$ cat config.mk
export PLATFORM = sky130hd
export DESIGN_NAME = dpa_top
export DESIGN_NICKNAME = d
export VERILOG_FILES = /design/src/logic/dpa_pkg.sv /design/src/logic/dpa_sync.sv /design/src/logic/dpa_tap.sv /design/src/logic/dpa_top.sv
export SDC_FILE = /design/constraint.sdc
export NUM_CORES = 1
export LEC_CHECK = 0
export BUFFER_PORTS_ARGS = -buffer_cell sky130_fd_sc_hd__buf_2
export CAP_MARGIN = 20
export CORE_UTILIZATION = 35
export CTS_BUF_LIST = sky130_fd_sc_hd__clkbuf_4
export DETAILED_ROUTE_END_ITERATION = 10
export PLACE_DENSITY = 0.58
export SETUP_SLACK_MARGIN = 0.2
export SLEW_MARGIN = 20
export SYNTH_ARGS = -nofsm -noshare
export SYNTH_HDL_FRONTEND = slang
export SYNTH_SLANG_ARGS = --single-unit
$ cat constraint.sdc
create_clock -name sys_clk -period 4.6 [get_ports sys_clk]
set_clock_uncertainty 0.05 [all_clocks]
set_input_delay 0.23 -clock sys_clk [delete_from_list [all_inputs] [get_ports sys_clk]]
set_output_delay 0.23 -clock sys_clk [all_outputs]
set_load 0.005 [all_outputs]
$ cat src/logic/dpa_pkg.sv
// Constants, carrier types and state encoding for the debug port activation block
package dpa_pkg;

	// ----------------------------------------------------------------
	// Timing counts, in system clock cycles
	// ----------------------------------------------------------------
	localparam int unsigned SEL_LOW_MIN    = 2;
	localparam int unsigned TRIG_PULSE_CYC = 2;
	localparam int unsigned SEL_CNT_W      = 2;

	// ----------------------------------------------------------------
	// Instruction and data register layout
	// ----------------------------------------------------------------
	localparam int unsigned IR_W        = 4;
	localparam int unsigned DR_MAX      = 32;
	localparam int unsigned DBG_W       = 8;
	localparam logic [4:0]  MSB_BYPASS  = 5'h00;
	localparam logic [4:0]  MSB_IDCODE  = 5'h1f;
	localparam logic [4:0]  MSB_DBG     = 5'h07;
	localparam logic [3:0]  IR_IDCODE   = 4'h1;
	localparam logic [3:0]  IR_DBG      = 4'h8;
	localparam logic [3:0]  IR_BYPASS   = 4'hf;
	localparam logic [3:0]  IR_CAPTURE  = 4'h1;
	localparam logic [31:0] IDCODE_VAL  = 32'h0000_0a01; // Arbitrary value

	// ----------------------------------------------------------------
	// Types
	// ----------------------------------------------------------------
	typedef struct packed {
		logic tck;
		logic tms;
		logic tdi;
	} dpa_pins_t;

	typedef enum logic [3:0] {
		TLR, RTI,
		SEL_DR, CAP_DR, SH_DR, EX1_DR, PAU_DR, EX2_DR, UPD_DR,
		SEL_IR, CAP_IR, SH_IR, EX1_IR, PAU_IR, EX2_IR, UPD_IR
	} dpa_tap_state_t;

endpackage : dpa_pkg

$ cat src/logic/dpa_sync.sv
// Two-stage level synchronizer for pins entering the system clock domain
module dpa_sync #(
	parameter int unsigned W = 3
) (
	input  wire logic         sys_clk,
	input  wire logic [W-1:0] async_in,
	output logic      [W-1:0] sync_out
);

	logic [W-1:0] meta_q;
	logic [W-1:0] meta_d;
	logic [W-1:0] stab_q;
	logic [W-1:0] stab_d;

	// ----------------------------------------------------------------
	// No reset: the pins must be seen while reset is held
	// ----------------------------------------------------------------
	always_comb begin
		meta_d = async_in;
		stab_d = meta_q;
	end

	always_ff @(posedge sys_clk) begin
		meta_q <= meta_d;
		stab_q <= stab_d;
	end

	assign sync_out = stab_q;

endmodule : dpa_sync

$ cat src/logic/dpa_tap.sv
// Test access port controller state machine
module dpa_tap (
	input  wire logic            sys_clk,
	input  wire logic            rst_n,
	input  wire logic            step,
	input  wire logic            tms,
	input  wire logic            hold_reset,
	output dpa_pkg::dpa_tap_state_t state
);
	import dpa_pkg::*;

	dpa_tap_state_t state_q;
	dpa_tap_state_t state_d;

	// ----------------------------------------------------------------
	// Next state, advanced once per test clock rising edge
	// ----------------------------------------------------------------
	always_comb begin
		state_d = state_q;
		if (hold_reset) begin
			state_d = TLR;
		end else if (step) begin
			case (state_q)
				TLR:     state_d = tms ? TLR    : RTI;
				RTI:     state_d = tms ? SEL_DR : RTI;
				SEL_DR:  state_d = tms ? SEL_IR : CAP_DR;
				CAP_DR:  state_d = tms ? EX1_DR : SH_DR;
				SH_DR:   state_d = tms ? EX1_DR : SH_DR;
				EX1_DR:  state_d = tms ? UPD_DR : PAU_DR;
				PAU_DR:  state_d = tms ? EX2_DR : PAU_DR;
				EX2_DR:  state_d = tms ? UPD_DR : SH_DR;
				UPD_DR:  state_d = tms ? SEL_DR : RTI;
				SEL_IR:  state_d = tms ? TLR    : CAP_IR;
				CAP_IR:  state_d = tms ? EX1_IR : SH_IR;
				SH_IR:   state_d = tms ? EX1_IR : SH_IR;
				EX1_IR:  state_d = tms ? UPD_IR : PAU_IR;
				PAU_IR:  state_d = tms ? EX2_IR : PAU_IR;
				EX2_IR:  state_d = tms ? UPD_IR : SH_IR;
				UPD_IR:  state_d = tms ? SEL_DR : RTI;
				default: state_d = TLR;
			endcase
		end
	end

	always_ff @(posedge sys_clk) begin
		if (!rst_n) begin
			state_q <= TLR;
		end else begin
			state_q <= state_d;
		end
	end

	assign state = state_q;

endmodule : dpa_tap

$ cat src/logic/dpa_top.sv
// Debug port activation: mode select at reset, test access port, serial debug pin sharing
module dpa_top #(
	parameter int unsigned TRIG_CYC = dpa_pkg::TRIG_PULSE_CYC
) (
	input  wire logic                    sys_clk,
	input  wire logic                    rst_n,
	input  dpa_pkg::dpa_pins_t           pins,
	output logic                         tdi_o,
	output logic                         tdi_oe,
	output logic                         tdo_o,
	output logic                         tdo_oe,
	output logic                         trig_o,
	output logic                         trig_oe,
	input  wire logic                    trig_event,
	output logic                         instr_en,
	output logic                         mode_valid,
	output logic                         sdbg_en,
	output logic                         sdbg_clk,
	output logic                         sdbg_data_in,
	input  wire logic                    sdbg_data_out,
	input  wire logic                    sdbg_data_oe,
	input  wire logic [dpa_pkg::DBG_W-1:0] dbg_status,
	output logic      [dpa_pkg::DBG_W-1:0] dbg_wr_data,
	output logic                         dbg_wr_stb
);
	import dpa_pkg::*;

	// ----------------------------------------------------------------
	// Pin synchronizers and test clock edge detection
	// ----------------------------------------------------------------
	dpa_pins_t       pins_s;
	logic            tck_s;
	logic            tms_s;
	logic            tdi_s;
	logic            tck_d_q;
	logic            tck_rise;
	logic            tck_fall;

	dpa_sync #(.W(3)) u_sync (
		.sys_clk  (sys_clk),
		.async_in (pins),
		.sync_out (pins_s)
	);

	assign tck_s = pins_s.tck;
	assign tms_s = pins_s.tms;
	assign tdi_s = pins_s.tdi;

	always_ff @(posedge sys_clk) begin
		tck_d_q <= tck_s;
	end

	// Each test clock level lasts at least one system cycle, so no edge is missed
	assign tck_rise = tck_s & ~tck_d_q;
	assign tck_fall = ~tck_s & tck_d_q;

	// ----------------------------------------------------------------
	// Mode selection at the end of reset
	// ----------------------------------------------------------------
	logic [SEL_LOW_MIN-1:0] low_hist_q;
	logic [SEL_LOW_MIN-1:0] low_hist_d;
	logic                   sel_done_q;
	logic                   sel_done_d;
	logic                   instr_en_q;
	logic                   instr_en_d;

	always_comb begin
		low_hist_d = {low_hist_q[SEL_LOW_MIN-2:0], ~tck_s};
		sel_done_d = sel_done_q;
		instr_en_d = instr_en_q;
		if (!rst_n) begin
			sel_done_d = 1'b0;
			instr_en_d = 1'b0;
		end else if (!sel_done_q) begin
			sel_done_d = 1'b1;
			instr_en_d = &low_hist_q;
		end
	end

	always_ff @(posedge sys_clk) begin
		low_hist_q <= low_hist_d;
		sel_done_q <= sel_done_d;
		instr_en_q <= instr_en_d;
	end

	assign instr_en   = instr_en_q;
	assign mode_valid = sel_done_q;

	// ----------------------------------------------------------------
	// Serial debug interface sharing the clock and data-in pins
	// ----------------------------------------------------------------
	assign sdbg_en      = sel_done_q & ~instr_en_q;
	assign sdbg_clk     = tck_s;
	assign sdbg_data_in = tdi_s;
	assign tdi_oe       = sdbg_en & sdbg_data_oe;
	assign tdi_o        = sdbg_en & sdbg_data_oe & sdbg_data_out;

	// ----------------------------------------------------------------
	// Test access port controller
	// ----------------------------------------------------------------
	dpa_tap_state_t tap_state;

	dpa_tap u_tap (
		.sys_clk    (sys_clk),
		.rst_n      (rst_n),
		.step       (tck_rise & instr_en_q),
		.tms        (tms_s),
		.hold_reset (~instr_en_q),
		.state      (tap_state)
	);

	// ----------------------------------------------------------------
	// Instruction and data shift paths
	// ----------------------------------------------------------------
	logic [IR_W-1:0]   ir_q;
	logic [IR_W-1:0]   ir_d;
	logic [IR_W-1:0]   ir_sr_q;
	logic [IR_W-1:0]   ir_sr_d;
	logic [DR_MAX-1:0] dr_sr_q;
	logic [DR_MAX-1:0] dr_sr_d;
	logic [4:0]        dr_msb;
	logic              tdo_q;
	logic              tdo_d;
	logic              tdo_oe_q;
	logic              tdo_oe_d;
	logic [DBG_W-1:0]  wr_data_q;
	logic [DBG_W-1:0]  wr_data_d;
	logic              wr_stb_q;
	logic              wr_stb_d;

	// Length of the selected data register; unknown codes fall back to bypass
	always_comb begin
		if (ir_q == IR_IDCODE) begin
			dr_msb = MSB_IDCODE;
		end else if (ir_q == IR_DBG) begin
			dr_msb = MSB_DBG;
		end else begin
			dr_msb = MSB_BYPASS;
		end
	end

	always_comb begin
		ir_d      = ir_q;
		ir_sr_d   = ir_sr_q;
		dr_sr_d   = dr_sr_q;
		tdo_d     = tdo_q;
		tdo_oe_d  = tdo_oe_q;
		wr_data_d = wr_data_q;
		wr_stb_d  = 1'b0;
		if (!instr_en_q || tap_state == TLR) begin
			ir_d = IR_IDCODE;
		end
		if (instr_en_q && tck_rise) begin
			case (tap_state)
				CAP_IR: begin
					ir_sr_d = IR_CAPTURE;
				end
				SH_IR: begin
					ir_sr_d = {tdi_s, ir_sr_q[IR_W-1:1]};
				end
				CAP_DR: begin
					if (ir_q == IR_IDCODE) begin
						dr_sr_d = IDCODE_VAL;
					end else if (ir_q == IR_DBG) begin
						dr_sr_d = {{(DR_MAX-DBG_W){1'b0}}, dbg_status};
					end else begin
						dr_sr_d = '0;
					end
				end
				SH_DR: begin
					dr_sr_d         = dr_sr_q >> 1;
					dr_sr_d[dr_msb] = tdi_s;
				end
				default: begin
				end
			endcase
		end
		if (instr_en_q && tck_fall) begin
			case (tap_state)
				SH_IR: begin
					tdo_d    = ir_sr_q[0];
					tdo_oe_d = 1'b1;
				end
				SH_DR: begin
					tdo_d    = dr_sr_q[0];
					tdo_oe_d = 1'b1;
				end
				UPD_IR: begin
					ir_d     = ir_sr_q;
					tdo_oe_d = 1'b0;
				end
				UPD_DR: begin
					tdo_oe_d = 1'b0;
					if (ir_q == IR_DBG) begin
						wr_data_d = dr_sr_q[DBG_W-1:0];
						wr_stb_d  = 1'b1;
					end
				end
				default: begin
					tdo_oe_d = 1'b0;
				end
			endcase
		end
		if (!instr_en_q) begin
			tdo_oe_d = 1'b0;
		end
	end

	always_ff @(posedge sys_clk) begin
		if (!rst_n) begin
			ir_q      <= IR_IDCODE;
			ir_sr_q   <= '0;
			dr_sr_q   <= '0;
			tdo_q     <= 1'b0;
			tdo_oe_q  <= 1'b0;
			wr_data_q <= '0;
			wr_stb_q  <= 1'b0;
		end else begin
			ir_q      <= ir_d;
			ir_sr_q   <= ir_sr_d;
			dr_sr_q   <= dr_sr_d;
			tdo_q     <= tdo_d;
			tdo_oe_q  <= tdo_oe_d;
			wr_data_q <= wr_data_d;
			wr_stb_q  <= wr_stb_d;
		end
	end

	assign tdo_o       = tdo_q;
	assign tdo_oe      = tdo_oe_q;
	assign dbg_wr_data = wr_data_q;
	assign dbg_wr_stb  = wr_stb_q;

	// ----------------------------------------------------------------
	// Trigger output pulse
	// ----------------------------------------------------------------
	logic [7:0] trig_cnt_q;
	logic [7:0] trig_cnt_d;
	logic       trig_q;
	logic       trig_d;

	always_comb begin
		trig_cnt_d = trig_cnt_q;
		if (instr_en_q && trig_event) begin
			trig_cnt_d = 8'(TRIG_CYC);
		end else if (trig_cnt_q != 8'h00) begin
			trig_cnt_d = trig_cnt_q - 8'h01;
		end
		trig_d = (trig_cnt_d != 8'h00);
	end

	always_ff @(posedge sys_clk) begin
		if (!rst_n) begin
			trig_cnt_q <= 8'h00;
			trig_q     <= 1'b0;
		end else begin
			trig_cnt_q <= trig_cnt_d;
			trig_q     <= trig_d;
		end
	end

	assign trig_o  = trig_q;
	assign trig_oe = trig_q;
endmodule : dpa_top

==> impl_metrics.tcl <==
set metrics [dict create \
    powerDensity_mw_per_mm2 425 \
    finalSetupViolCount 0 \
    die_height_um 97.2 \
    timing.final.ws_setup_ns 2.34 \
    clkSlewWorstSetupHoldPaths_ns 0.12 \
    portBuffers 35 \
    finalSetupTns_ns 0 \
    hold_viol_final 0 \
    syn_area_per_cell_um2 9.02 \
    die_x_um 97.2 \
    netlist_instances 352 \
    synth_top_area_cell "dfxtp_1" \
    max_freq_mhz 443 \
    cts_inserted_buffers 9 \
    seq_area_frac_synth_pct 47.3 \
    firstDrtPassIters 4 \
    hold_path_depth 3 \
    diodes 0 \
    syn-cell-area_mm2 0.00317 \
    dpl_cell_area_mm2 0.00336 \
    grt_pass1_vias 2343 \
    ys_ff_latch 75 \
    cts.sinks 75 \
    die_area_mm2 0.00945 \
    critPathKind "reg -> reg" \
    grt_pass1_wl_mm 10.9 \
    drive_gt1_share_pct 17.1 \
    rsz0062_at_grt "no" \
    reg2reg_depth 5 \
    synth-edff-count 0 \
    ctsRootBufferMaster "clkbuf_4" \
    period_share_pct 49.0 \
    grt_max_degree 28 \
    cap_violations 0 \
    clockBufferDepth 2 \
    clock_latency_ns 0.44 \
    io_pins 36 \
    htreeDepth 3 \
    slew_headroom_pct 48.4 \
    worstMarginPinSlew_ns 0.775 \
    fin_util_pct 40.5 \
    core_region_area_mm2 0.00876 \
    async_reset_ff_share_pct 0 \
    cts_tree "built" \
    initial_core_util_pct 36.2 \
    yosys_warnings 0 \
    ctsHoldBuffers 5 \
    cts_resized 0 \
    synth.most_common_cell "dfxtp_1" \
    synthFlopType "dfxtp_1" \
    hp-class "in -> reg" \
    antenna_found_initial 0 \
    drc 0 \
    finalCriticalPeriod_ns 2.26 \
    maxSlewViolCount 0 \
    p_leak_nw 1.34 \
    synth_common_cells "75 x dfxtp_1, 66 x nor2_1, 28 x a22oi_1" \
    synth.area.top_cells "dfxtp_1 47%, nor2_1 7.8%, a22oi_1 6.6%" \
    postRouteAntennaNets 0 \
    grt-ovfl-total 0 \
    row_count 34 \
    syn2layout_area_growth_pct 11.7 \
    fin_nets 400 \
    gp_congestion 0.792 \
    outcome "finished, final reports clean" \
    irDropWorstVdd_uv 172 \
    synth.distinct_cells 57 \
    place_ws_ns 2.37 \
    grt_use_total_pct 14.1 \
    routed_via_density 5.22 \
    dp_hpwl_mm 4.30 \
    endpoint_kind "register" \
    design_area_mm2 0.00355 \
    wirelength_mm 6.37 \
    cp.required_ns 4.89 \
    critPathMaxFanout 23 \
    post-cts-setup-buffers 0 \
    yosysTopAreaCellShare_pct 47.3 \
    nFillCells 909 \
    synthesis.nets 370 \
    wl_per_cell_um 12.9 \
    num_vias 2586 \
    startpoint_type "register" \
    crit_arrival_ns 2.55 \
    dr.first_iter.drc_count 128 \
]
[metal layers]
| metal | part of all wire [%] | vias up | GRT usage, % | wire [µm] |
|---|---|---|---|---|
| met5 | 0 | - | 0 | 0 |
| met3 | 4.4 | 10 | 4.17 | 280 |
| met4 | 1.9 | 0 | 6.45 | 122 |
| li1 | - | 1314 | - | - |
| met1 | 50 | 1211 | 17.9 | 3150 |
| met2 | 44 | 51 | 22.2 | 2810 |
[layout by cell type (no fill, tap or decap), types with 5 or more instances in the layout]
cell type and instances:
dfxtp_1 75, o21ai_0 9, a21oi_1 19, dlygate4sd3_1 5, inv_1 10, nor3_1 10, a211oi_1 9, nor2_1 66
mux2i_1 9, nand2_1 23, a22oi_1 28, nand3_1 6, buf_2 35, clkbuf_4 9
[power breakdown]
part | switching (W) | internal (W)
clock | 0.000238 | 0.000163
combinational | 0.000181 | 0.000170
sequential | 0.0000621 | 0.000692
[worst paths after layout]
check             slack [ns]                          to                        start
setup / recovery        2.34     dr_sr_q[7]$_SDFFE_PN0P_  u_tap.state[0]$_SDFFE_PN0P_
hold / removal          0.09    trig_cnt_q[1]$_SDFF_PN0_                   trig_event
setup reg to reg        2.34     dr_sr_q[7]$_SDFFE_PN0P_  u_tap.state[0]$_SDFFE_PN0P_
hold reg to reg         0.29  u_sync.sync_out[2]$_DFF_P_     u_sync.meta_q[2]$_DFF_P_
[critical path: stages, from the launching register on]
cell      delay, ns
dfxtp_1        0.70
and2_1         0.24
mux2i_2        0.10
or3_1          0.65
a221oi_1       0.33
nor2_1         0.07
[final cells by class]
type                    count  area (µm²)  share of cell area [%]
well taps                 108         135                    3.81
repair buffers             42         240                    6.77
clock buffers               9        67.6                    1.90
inverters                  11        43.8                    1.23
multi-input cells         243        1490                    42.0
clock inverters             7        67.6                    1.90
flip-flops and latches     75        1500                    42.3
[flip-flops by register name, summed over array words and instances (netlist names), 2 cells and up]
register	flops
dbg_wr_data	8
dr_sr_q	32
ir_q	4
ir_sr_q	4
low_hist_q	2
trig_cnt_q	8
u_sync.meta_q	3
u_sync.sync_out	3
u_tap.state	4
[through the flow]
| step | power (W) | cells | hold WS [ns] |
|---|---|---|---|
| final | 0.00151 | 495 | 0.0916 |
| after global routing | 0.00160 | 495 | 0.0882 |
| after CTS | 0.00153 | 495 | 0.0753 |
| after detailed placement | 0.00112 | 474 | 0.262 |
| after global placement | 0.00111 | 474 | 0.260 |
| after floorplan | 0.00105 | 352 | 0.208 |
[kinds of logic (layout without fill, tap and decap cells)]
| kind of cell | after synthesis | after routing | synth area share [%] |
|---|---|---|---|
| multiplexers | 11 | 11 | 3.63 |
| flip-flops | 75 | 75 | 47.3 |
| AND/OR/NAND/NOR | 134 | 134 | 21.2 |
| AO/OA/AOI/OAI | 89 | 89 | 19.4 |
| buffers and inverters | 34 | 69 | 5.72 |
| XOR/XNOR | 7 | 7 | 1.93 |
| adder cells (fa/ha/maj) | 2 | 2 | 0.788 |
Power figures use the tool's default switching activity.
